==> config.mk <==
export PLATFORM = sky130hd
export DESIGN_NAME = nvsc_host
export DESIGN_NICKNAME = d
export VERILOG_FILES = /design/src/rtl/nvsc_pkg.sv /design/src/rtl/nvsc_host.sv
export SDC_FILE = /design/constraint.sdc
export NUM_CORES = 1
export LEC_CHECK = 0
export ABC_AREA = 1
export BUFFER_PORTS_ARGS = -buffer_cell sky130_fd_sc_hd__buf_2
export CAP_MARGIN = 0
export CORE_MARGIN = 8
export CORE_UTILIZATION = 59
export CTS_BUF_LIST = sky130_fd_sc_hd__clkbuf_4 sky130_fd_sc_hd__clkbuf_8
export DETAILED_ROUTE_END_ITERATION = 10
export GPL_TIMING_DRIVEN = 0
export PLACE_DENSITY_LB_ADDON = 0.05
export REMOVE_ABC_BUFFERS = 1
export SLEW_MARGIN = 20
export SYNTH_ARGS = -nofsm -noshare
export SYNTH_HDL_FRONTEND = slang
export SYNTH_SLANG_ARGS = --single-unit
==> constraint.sdc <==
create_clock -name clk -period 2.6 [get_ports clk]
set_clock_uncertainty 0.05 [all_clocks]
set_input_delay 0.26 -clock clk [delete_from_list [all_inputs] [get_ports clk]]
set_output_delay 0.26 -clock clk [all_outputs]
set_load 0.05 [all_outputs]
==> src/rtl/nvsc_pkg.sv <==
// Purpose: Constants shared by the nonvolatile SRAM host controller.
// Assumes: 50 MHz system clock.
// Notes: Times are kept in their printed units; cycle counts other than ACCESS_CYC derive from them.
package nvsc_pkg;
    localparam int CLK_MHZ = 50;
    localparam int ADDR_W = 9;
    localparam int DATA_W = 8;
    localparam int PULSE_NS = 20;
    localparam int PULSE_CYC = (PULSE_NS * CLK_MHZ + 999) / 1000 + 1;
    localparam int RECALL_US = 20;
    localparam int RECALL_CYC = RECALL_US * CLK_MHZ;
    localparam int STORE_MS = 10;
    localparam int STORE_CYC = STORE_MS * 1000 * CLK_MHZ;
    localparam int POWERUP_US = 550;
    localparam int POWERUP_CYC = POWERUP_US * CLK_MHZ;
    localparam int ACCESS_CYC = 3;
    localparam logic [1:0] CMD_READ = 2'h0;
    localparam logic [1:0] CMD_WRITE = 2'h1;
    localparam logic [1:0] CMD_STORE = 2'h2;
    localparam logic [1:0] CMD_RECALL = 2'h3;
    typedef enum {
        NVSC_POWERUP, NVSC_IDLE, NVSC_SETUP, NVSC_PULSE, NVSC_RELEASE, NVSC_WAIT
    } nvsc_state_t;
endpackage

==> src/rtl/nvsc_host.sv <==
// Purpose: Host controller driving a 512 x 8 nonvolatile SRAM through its pins.
// Assumes: Pin inputs synchronous to clk; one command at a time.
// Notes: Store and power-up waits are parameters so a simulation can shorten them; the recall wait is fixed.
// Operation
// - Host keeps address stable during write and output enable high.
// - Host drops write enable and chip enable together, last, entering the store state.
// - Host holds recall state at least 20 ns; device completes alone.
// - Host waits powerup recall time before SRAM access.
// - Host never holds a write state when powerup recall ends.
module nvsc_host #(
    parameter int STORE_CYCLES = nvsc_pkg::STORE_CYC,
    parameter int POWERUP_CYCLES = nvsc_pkg::POWERUP_CYC
) (
    // System.
    input wire logic clk,
    input wire logic reset,
    // Command port.
    input wire logic cmdValid,
    output logic cmdReady,
    input wire logic [1:0] cmdOp,
    input wire logic [nvsc_pkg::ADDR_W-1:0] cmdAddr,
    input wire logic [nvsc_pkg::DATA_W-1:0] cmdWrData,
    output logic rdValid,
    output logic [nvsc_pkg::DATA_W-1:0] rdData,
    output logic busy,
    // Device pins.
    output logic chip_enable_n,
    output logic output_enable_n,
    output logic write_enable_n,
    output logic nonvolatile_select_n,
    output logic [nvsc_pkg::ADDR_W-1:0] address_lines,
    output logic [nvsc_pkg::DATA_W-1:0] dataLinesOut,
    output logic dataLinesOe,
    input wire logic [nvsc_pkg::DATA_W-1:0] dataLinesIn
);
    localparam int CNT_W = 32;

    if (STORE_CYCLES < 1 || POWERUP_CYCLES < 1) begin : gen_cnt_check
        $error("nvsc_host: cycle counts must be at least one");
    end

    ////////////////////////////////////////////////////////////////////////////
    nvsc_pkg::nvsc_state_t state_q, state_d;
    logic [1:0] op_q, op_d;
    logic [CNT_W-1:0] cnt_q, cnt_d;
    logic [nvsc_pkg::ADDR_W-1:0] addr_q, addr_d;
    logic [nvsc_pkg::DATA_W-1:0] wdata_q, wdata_d, rdata_q, rdata_d;
    logic ce_q, ce_d, oe_q, oe_d, we_q, we_d, nv_q, nv_d, drv_q, drv_d;
    logic rdv_q, rdv_d;

    // Every access begins from standby so each store or recall sees an edge.
    always_comb begin
        state_d = state_q;
        op_d = op_q;
        cnt_d = cnt_q;
        addr_d = addr_q;
        wdata_d = wdata_q;
        rdata_d = rdata_q;
        ce_d = ce_q;
        oe_d = oe_q;
        we_d = we_q;
        nv_d = nv_q;
        drv_d = drv_q;
        rdv_d = 1'b0;
        case (state_q)
            nvsc_pkg::NVSC_POWERUP: begin
                // Write enable stays high while the automatic recall runs.
                if (cnt_q >= CNT_W'(POWERUP_CYCLES - 1)) begin
                    state_d = nvsc_pkg::NVSC_IDLE;
                    cnt_d = '0;
                end else begin
                    cnt_d = cnt_q + 1'b1;
                end
            end
            nvsc_pkg::NVSC_IDLE: begin
                if (cmdValid) begin
                    op_d = cmdOp;
                    addr_d = cmdAddr;
                    wdata_d = cmdWrData;
                    cnt_d = '0;
                    state_d = nvsc_pkg::NVSC_SETUP;
                    // Address settles first, with output enable high for writes.
                    case (cmdOp)
                        nvsc_pkg::CMD_WRITE: begin
                            oe_d = 1'b1;
                            drv_d = 1'b1;
                        end
                        nvsc_pkg::CMD_STORE: begin
                            oe_d = 1'b1;
                            nv_d = 1'b0;
                        end
                        nvsc_pkg::CMD_RECALL: begin
                            oe_d = 1'b0;
                            nv_d = 1'b0;
                        end
                        default: begin
                            oe_d = 1'b0;
                        end
                    endcase
                end
            end
            nvsc_pkg::NVSC_SETUP: begin
                // Chip enable arrives last, together with write enable for a write or store.
                state_d = nvsc_pkg::NVSC_PULSE;
                ce_d = 1'b0;
                we_d = !(op_q == nvsc_pkg::CMD_WRITE || op_q == nvsc_pkg::CMD_STORE);
            end
            nvsc_pkg::NVSC_PULSE: begin
                if (cnt_q >= CNT_W'(nvsc_pkg::PULSE_CYC - 1)) begin
                    cnt_d = '0;
                    state_d = nvsc_pkg::NVSC_RELEASE;
                    if (op_q == nvsc_pkg::CMD_READ) begin
                        rdata_d = dataLinesIn;
                        rdv_d = 1'b1;
                    end
                end else begin
                    cnt_d = cnt_q + 1'b1;
                end
            end
            nvsc_pkg::NVSC_RELEASE: begin
                // Write and chip enable rise together while the data is still driven.
                we_d = 1'b1;
                ce_d = 1'b1;
                oe_d = 1'b1;
                nv_d = 1'b1;
                state_d = nvsc_pkg::NVSC_WAIT;
            end
            nvsc_pkg::NVSC_WAIT: begin
                drv_d = 1'b0;
                if ((op_q == nvsc_pkg::CMD_STORE && cnt_q >= CNT_W'(STORE_CYCLES - 1)) ||
                    (op_q == nvsc_pkg::CMD_RECALL &&
                     cnt_q >= CNT_W'(nvsc_pkg::RECALL_CYC - 1)) ||
                    (op_q[1] == 1'b0 && cnt_q >= CNT_W'(nvsc_pkg::ACCESS_CYC - 1))) begin
                    state_d = nvsc_pkg::NVSC_IDLE;
                    cnt_d = '0;
                end else begin
                    cnt_d = cnt_q + 1'b1;
                end
            end
            default: begin
                state_d = nvsc_pkg::NVSC_IDLE;
            end
        endcase
    end

    always_ff @(posedge clk or posedge reset) begin
        if (reset) begin
            state_q <= nvsc_pkg::NVSC_POWERUP;
            op_q <= nvsc_pkg::CMD_READ;
            cnt_q <= '0;
            addr_q <= '0;
            wdata_q <= '0;
            rdata_q <= '0;
            ce_q <= 1'b1;
            oe_q <= 1'b1;
            we_q <= 1'b1;
            nv_q <= 1'b1;
            drv_q <= 1'b0;
            rdv_q <= 1'b0;
        end else begin
            state_q <= state_d;
            op_q <= op_d;
            cnt_q <= cnt_d;
            addr_q <= addr_d;
            wdata_q <= wdata_d;
            rdata_q <= rdata_d;
            ce_q <= ce_d;
            oe_q <= oe_d;
            we_q <= we_d;
            nv_q <= nv_d;
            drv_q <= drv_d;
            rdv_q <= rdv_d;
        end
    end

    ////////////////////////////////////////////////////////////////////////////
    assign cmdReady = (state_q == nvsc_pkg::NVSC_IDLE);
    assign busy = (state_q != nvsc_pkg::NVSC_IDLE);
    assign rdValid = rdv_q;
    assign rdData = rdata_q;
    assign chip_enable_n = ce_q;
    assign output_enable_n = oe_q;
    assign write_enable_n = we_q;
    assign nonvolatile_select_n = nv_q;
    assign address_lines = addr_q;
    assign dataLinesOut = wdata_q;
    assign dataLinesOe = drv_q;
endmodule

## Word level (Yosys, flattened, before mapping)

Index checks and enable logic that the tools add are counted.

- Flip-flop bits (word level): 97
- Input bits: 30
- Output and inout port bits: 33

- $add $sub $neg: 1
- $lt $le $gt $ge: 5
- Eq/ne operators: 19
- Muxes and demuxes: 24
- Bitwise logic cells: 1
- Reduce and logical (&&, ||, !) cells: 22

Operators by type and width:

| cell | number |
|---|---|
| two-way mux 32 bit | 8 |
| one-hot mux 32 bit (6 select lines) | 1 |
| one-hot mux 32 bit (4 select lines) | 1 |
| == test 32 x 2 -> 1 bit (second input constant) | 3 |
| == test 32 x 3 -> 1 bit (second input constant) | 2 |
| adder 32 x 1 -> 32 bit (second input constant) | 1 |
| == test 32 x 1 -> 1 bit (second input constant) | 1 |
| greater-or-equal comparator 32 x 1 -> 1 bit (second input constant) | 1 |
| greater-or-equal comparator 32 x 10 -> 1 bit (second input constant) | 1 |
| greater-or-equal comparator 32 x 15 -> 1 bit (second input constant) | 1 |
| greater-or-equal comparator 32 x 19 -> 1 bit (second input constant) | 1 |
| greater-or-equal comparator 32 x 2 -> 1 bit (second input constant) | 1 |
| logical NOT 32 bit | 1 |
| != test 32 x 2 -> 1 bit (second input constant) | 1 |
| != test 2 bit (second input constant) | 6 |
| one-hot mux 1 bit (2 select lines) | 5 |
| two-way mux 1 bit | 9 |
| AND reduction 3 bit | 3 |
| == test 2 bit (second input constant) | 4 |
| AND reduction 2 bit | 3 |
| nonzero test 2 bit | 3 |
| == test 2 x 1 -> 1 bit (second input constant) | 2 |
| AND reduction 4 bit | 1 |
| nonzero test 4 bit | 1 |
| other kinds (6) | 11 |

## Logic depth before layout (Yosys ltp)

Gate-level depths: netlist of the first run.

- Word-level depth: 6
- Depth in mapped cells: 15

## Worst setup path before layout of the first run

Ideal clock, no wire load.

- Path type: register to register
- From: register state_q[1]
- To: register cnt_q[23]
- Setup time: 0.116 ns
- Arrival time: 2.052 ns
- Data required time: 2.434 ns
- Slack: 0.382 ns
- Cell stages (with the launch flop): 14
- Path through: dfrtp_1 > inv_1 > nand2_2 > nor2_2 > inv_2 > nor2_2 > inv_1 > nand2_2 > inv_2 > nand2_2 > buf_2 > nor2_1 > nand2_1 > nand2_1

- Longest elaborated chain between the ends: 3
- Elaborated cells between the ends (all ways): 8
- Classes of those cells: eq/ne: 4; mux: 1; reduce/logical: 3

RTL lines:

| element | RTL line | source |
|---|---|---|
| from (decl) | nvsc_host.sv:43 | `nvsc_pkg::nvsc_state_t state_q, state_d;` |
| from (signal assigned) | nvsc_host.sv:148 | `state_q <= nvsc_pkg::NVSC_POWERUP;` |
| from (signal assigned) | nvsc_host.sv:161 | `state_q <= state_d;` |
| == test 32 x 3 -> 1 bit, or another cell as far along | nvsc_host.sv:65 | `case (state_q)` |
| nonzero test 4 bit (no line) or != test 2 bit (tied branches) | n/a |  |
| AND reduction 2 bit (no line) | n/a |  |
| to (signal assigned) | nvsc_host.sv:163 | `cnt_q <= cnt_d;` |
| to (decl) | nvsc_host.sv:45 | `logic [CNT_W-1:0] cnt_q, cnt_d;` |

Several ways; a longest one is shown, not always the timed one.
A chain may end at the register's enable or synchronous reset.

## Worst setup path after layout of the first run

Ends and elaborated chain as after synthesis.

==> results of run 1 <==
-- stage by stage --
step / power (mW) / hold slack (ps)
detailed placement: 4.07 / 197
floorplan: 3.42 / 320
CTS: 4.98 / 36.0
global placement: 3.99 / 402
finish: 4.93 / 47.3
global route: 5.26 / 40.9
-- final cells by class --
cell class              count  area share, %
repair buffers             64           7.27
flip-flops and latches     68           35.7
clock buffers               9           2.59
multi-input cells         468           46.3
clock inverters             7           1.54
well taps                  96           2.51
inverters                  51           4.13
-- worst max path at each step --
stage                            from                      endpoint  cells after the start
2_1_floorplan  state_q[1]$_DFFE_PP0P_         cnt_q[23]$_DFFE_PP0P_                     12
3_3_place_gp                    reset          cnt_q[2]$_DFFE_PP0P_                      2
3_5_place_dp   state_q[1]$_DFFE_PP0P_         cnt_q[23]$_DFFE_PP0P_                     12
4_1_cts        state_q[1]$_DFFE_PP0P_         cnt_q[23]$_DFFE_PP0P_                     12
5_1_grt        state_q[1]$_DFFE_PP0P_  address_lines[7]$_DFFE_PP0P_                      7
6_report       state_q[1]$_DFFE_PP0P_         cnt_q[23]$_DFFE_PP0P_                     12
-- report_power, final --
part           internal [mW]  switching (mW)  total [mW]
registers               1.36           0.183        1.54
clock network          0.448           0.444       0.892
logic                  0.549            1.95        2.50
-- worst max-delay path, stage by stage (launching register included) --
cell and delay (ps):
dfrtp_1 420, inv_1 130, nand2_2 100, nor2_2 160
inv_2 50, nor2_2 100, inv_1 60, nand2_2 450
inv_2 130, nand2_4 320, nor2_1 100, nand2_1 80
nand2_1 60
-- cell families after synthesis --
family	count (synthesis)	share of synthesized area (%)
AND/OR/NAND/NOR	415	41.5
flip-flops	68	40.7
buffers and inverters	66	6.65
XOR/XNOR	28	5.85
AO/OA/AOI/OAI	14	2.00
adder cells (fa/ha/maj)	11	3.28
-- what timing repair did --
action                                  4_1_cts  5_1_grt
hold endpoints to repair                     20        0
gates resized for setup                       0        2
endpoints found under the setup margin        0       48
hold buffers                                  1        0
buffers inserted                              0        0
-- registers in the layout (all words and copies together), names as in the netlist, 2 cells and up --
signal / flops
rdData: 8
address_lines: 9
cnt_q: 32
state_q: 3
op_q: 2
dataLinesOut: 8
-- metal layers --
metal | up-vias | share of wire (%) | GRT usage (%)
met4 | 0 | 1.9 | 8.60
met1 | 1726 | 45 | 26.2
met3 | 21 | 5.0 | 5.05
li1 | 1957 | - | -
met2 | 89 | 48 | 34.5
met5 | - | 0 | 0
-- layout by cell type, fill, tap and decap left out, types with 2 or more instances in the layout --
| master | count |
|---|---|
| a21oi_1 | 3 |
| buf_2 | 62 |
| clkbuf_8 | 9 |
| clkinv_2 | 2 |
| clkinvlp_4 | 2 |
| dfrtp_1 | 64 |
| dfstp_2 | 4 |
| ha_1 | 11 |
| inv_1 | 37 |
| inv_2 | 11 |
| inv_6 | 2 |
| nand2_1 | 253 |
| nand2_2 | 3 |
| nand3_1 | 19 |
| nand3_4 | 2 |
| nand4_1 | 8 |
| nor2_1 | 94 |
| nor2_2 | 11 |
| nor3_1 | 13 |
| nor3_2 | 4 |
| nor3b_1 | 2 |
| o21ai_0 | 8 |
| or2_2 | 2 |
| xnor2_1 | 2 |
| xor2_1 | 26 |
==> flow_summary_export.csv, run 1 <==
group,metric,value,unit
synthesis,syn-cell-area,4200,sq um
global_route,grt_pass1_vias,3748,
floorplanning,start_util,61.4,%
global_route,grt-ovfl-total,0,
synthesis,yosys.area.top_type_share,38.2,%
synthesis,synthDistinctLibCells,30,
sta,post-route-period-util,89.9,%
clock_tree,clkTransAtPathRegs,80,ps
floorplanning,core_area,6830,sq um
global_route,grt_max_degree,49,
synthesis,synthTopCellsByCount,"nand2_1 (253), nor2_1 (94), dfrtp_1 (64)",
min_path,hold_class,"in -> reg",
floorplanning,dieArea,10100,sq um
setup_path,worstPathRequired,2790,ps
clock_tree,clk_latency,350,ps
synthesis,syn_avg_cell_area,6.97,sq um
setup_path,worstReg2RegEnd,"cnt_q[23]$_DFFE_PP0P_",
finish,diodes,0,
clock_tree,cts_max_path_buffers,2,
global_route,grtUsageTotal,21.1,%
finish,syn_to_final_growth,14.0,%
place,dpl_cell_area,4570,sq um
synthesis,yosysTopAreaCell,"dfrtp_1",
sta,relSlewSlack,43.6,%
synthesis,ys_warn_count,0,
place,post-place-ws,71.6,ps
clock_tree,cts_tree,"built",
power,peakVddDrop,0.000809,V
detailed_routing,antenna_left,0,
power,p_leak,2.42,nW
finish,fin_cells,763,
synthesis,yosysSeqAreaShare,40.7,%
sta,max_slew.worst_pin.slew,844,ps
setup_path,critPathMaxFanout,31,
global_route,grt_pass1_wl,17.2,mm
place,portBuffers,62,
setup_path,crit_type,"reg -> reg",
setup_path,critPathLaunchType,"flip-flop",
setup_path,end_kind,"flip-flop",
clock_tree,cts_sinks,68,
sta,post-route-min-period,2340,ps
clock_tree,htree_levels,3,
place,place_congestion,0.922,
detailed_routing,drtIter0Drc,182,
finish,nFillCells,618,
sta,drv_slew,0,
finish,seqCellArea,1710,sq um
detailed_routing,viasPerCell,4.97,
finish,final_util,70.0,%
place,dp.cells,746,
synthesis,synthTopCellsByArea,"dfrtp_1 (38%), nand2_1 (23%), nor2_1 (8.4%)",
sta,rsz0062_at_grt,"no",
synthesis,yosysMostFrequentCell,"nand2_1",
finish,nets,703,
finish,multi_input_area,2210,sq um
sta,setup_ws,263,ps
sta,fin_setup_tns,0,ps
setup_path,arrival,2530,ps
floorplanning,die_h,100,um
run,drv_cap,0,
synthesis,synth_ff_type,"dfrtp_1",
synthesis,synth_edf_count,0,
floorplanning,die_w,100,um
clock_tree,cts-buffers-inserted,9,
floorplanning,ios,63,
run_status,status,"completed",
synthesis,ys_ff_latch,68,
detailed_routing,firstDrtPassIters,5,
sta,hold_violations,0,
min_path,hold_depth,3,
clock_tree,cts_root_buf,"clkbuf_8",
setup_path,reg2regPathDepth,12,
floorplanning,row_count,30,
synthesis,synth_cells,602,
detailed_routing,wl_per_cell,13.2,um
sta,setup_violations,0,
detailed_routing,num_vias,3793,
power,power_density,1030,nW/um^2
detailed_routing,wl,10.1,mm
finish,drive_gt1_share,18.6,%
sta,fmax,428,MHz
min_path,whs_endpoint,"address_lines[7]$_DFFE_PP0P_",
setup_path,r2r_start,"state_q[1]$_DFFE_PP0P_",
global_route,antenna_found_initial,0,
place,dp_hpwl,7.35,mm
detailed_routing,drc_errors,0,
synthesis,synthArstFlopShare,100,%
finish,design_area,4780,sq um
setup_path,r2r_slack,260,ps
min_path,hp-start,"cmdAddr[7]",
No activity file was read; power rests on OpenSTA's default activity.
==> run 2: changes to the inputs <==
MAX_ROUTING_LAYER = met4   (was unset)
==> flow_summary_export.csv, run 2 (synthesis results as in run 1) <==
group,metric,value,unit
run_status,status,"completed",
global_route,grt-ovfl-total,0,
finish,final_util,70.2,%
clock_tree,cts_sinks,68,
floorplanning,start_util,61.4,%
floorplanning,ios,63,
setup_path,crit_type,"reg -> reg",
run,drv_cap,0,
sta,max_slew.worst_pin.slew,858,ps
setup_path,worstReg2RegEnd,"dataLinesOut[7]$_DFFE_PP0P_",
finish,multi_input_area,2220,sq um
setup_path,critPathLaunchType,"flip-flop",
sta,post-route-min-period,2330,ps
detailed_routing,drtIter0Drc,195,
global_route,grt_max_degree,56,
setup_path,end_kind,"flip-flop",
setup_path,reg2regPathDepth,7,
place,portBuffers,62,
sta,drv_slew,0,
detailed_routing,firstDrtPassIters,5,
setup_path,arrival,2510,ps
sta,hold_violations,0,
detailed_routing,num_vias,3883,
setup_path,crit_chain,"inv_1, nand2_2, nor2_2, nand2_1, clkinvlp_4, nand2_1, nand2_1",
setup_path,critPathMaxFanout,25,
setup_path,crit_path_top_delay_cell,"nand2_1",
detailed_routing,wl_per_cell,13.5,um
place,dp_hpwl,7.49,mm
finish,drive_gt1_share,18.6,%
finish,layout_commonest_cell,"nand2_1",
sta,fin_setup_tns,0,ps
global_route,grt_pass1_wl,17.6,mm
power,peakVddDrop,0.000878,V
global_route,grt_pass1_vias,3842,
sta,setup_ws,271,ps
clock_tree,htree_levels,3,
clock_tree,clk_latency,350,ps
detailed_routing,antenna_left,0,
finish,top_register,"cnt_q",
floorplanning,core_area,6830,sq um
clock_tree,cts_max_path_buffers,2,
floorplanning,row_count,30,
sta,setup_violations,0,
place,dp.cells,746,
detailed_routing,viasPerCell,5.09,
setup_path,crit_start,"state_q[1]$_DFFE_PP0P_",
setup_path,path_depth,7,
global_route,grtUsageTotal,22.2,%
finish,diodes,0,
setup_path,setup.worst_path.end,"dataLinesOut[7]$_DFFE_PP0P_",
finish,seqCellArea,1710,sq um
clock_tree,clkTransAtPathRegs,80,ps
setup_path,crit_family,"simple AND/OR/NAND/NOR gates",
finish,largest_reg_flops,32,
setup_path,cp_num_buf_inv,2,
place,place_congestion,0.980,
sta,post-route-period-util,89.6,%
sta,fmax,429,MHz
finish,fin_cells,763,
detailed_routing,wl,10.3,mm
sta,relSlewSlack,42.7,%
floorplanning,die_h,100,um
global_route,antenna_found_initial,0,
clock_tree,cts_tree,"built",
place,post-place-ws,69.8,ps
clock_tree,cts_root_buf,"clkbuf_8",
finish,syn_to_final_growth,14.3,%
clock_tree,cts_setup_buffers,0,
setup_path,worstPathRequired,2780,ps
setup_path,critPathMaxStageDelay,640,ps
sta,rsz0062_at_grt,"no",
power,p_leak,2.42,nW
power,power_density,1040,nW/um^2
finish,layout_common_cells,"nand2_1 (253), nor2_1 (94), dfrtp_1 (64)",
floorplanning,die_w,100,um
finish,nets,703,
clock_tree,cts-buffers-inserted,9,
floorplanning,dieArea,10100,sq um
detailed_routing,drc_errors,0,
setup_path,r2r_slack,270,ps
setup_path,r2r_start,"state_q[1]$_DFFE_PP0P_",
finish,nFillCells,595,
min_path,hold_class,"in -> reg",
setup_path,crit_top_cell,"nand2_1",
run 2: cell types whose count changed in the layout (fill, tap and decap cells not counted):
| cell | delta |
|---|---|
| clkbuf_4 | +1 |
| nand2_4 | +1 |
| nand2_2 | -1 |
| inv_6 | -1 |
| clkinv_2 | -1 |
| clkbuf_8 | +1 |
run 2: how the worst min path moves through the flow:
stage,from,endpoint,slack [ps],cells after the start
final,dataLinesIn[5],rdData[5]$_DFFE_PP0P_,50,3
after global routing,dataLinesIn[3],rdData[3]$_DFFE_PP0P_,40,3
after CTS,dataLinesIn[5],rdData[5]$_DFFE_PP0P_,40,3
after detailed placement,reset,address_lines[3]$_DFFE_PP0P_,150,2
after global placement,cmdWrData[6],dataLinesOut[6]$_DFFE_PP0P_,400,3
after floorplan,cmdAddr[0],address_lines[0]$_DFFE_PP0P_,320,2
run 2: cell type report:
class / count / area share, %
Clock inverter: 5 / 1.25
Clock buffer: 11 / 3.03
Timing Repair Buffer: 64 / 7.25
Multi-Input combinational cell: 468 / 46.3
Tap cell: 96 / 2.50
Sequential cell: 68 / 35.6
Inverter: 51 / 4.12
run 2: where the power goes:
part / internal [mW] / switching [mW]
Sequential: 1.36 / 0.191
Clock: 0.484 / 0.429
Combinational: 0.553 / 1.96
Total: 2.40 / 2.58
run 2: through the flow:
stage	hold slack [ps]	power, mW	cell area (sq um)
2_1_floorplan	320	3.42	4110
3_3_place_gp	403	3.99	4540
3_5_place_dp	146	4.06	4570
4_1_cts	36.6	5.00	4790
5_1_grt	40.4	5.29	4800
6_report	49.4	4.97	4800
run 2: tightest hold or removal path, cell delays in order:
cell     delay, ps
buf_2           70
nand2_1         40
nand2_1         40
run 2: repair_timing:
action,in CTS,in global routing
endpoints found under the hold margin,13,0
gates resized for setup,1,2
hold buffers,1,0
gates cloned,0,0
endpoints found under the setup margin,1,21
run 2: layer usage:
metal	part of all wire (%)	up-vias	global-route usage (%)	wire (um)
li1	-	1965	-	-
met1	45	1814	27.2	4650
met2	49	86	35.7	5020
met3	4.2	18	3.46	430
met4	2.1	0	8.95	219
met5	0	-	-	0
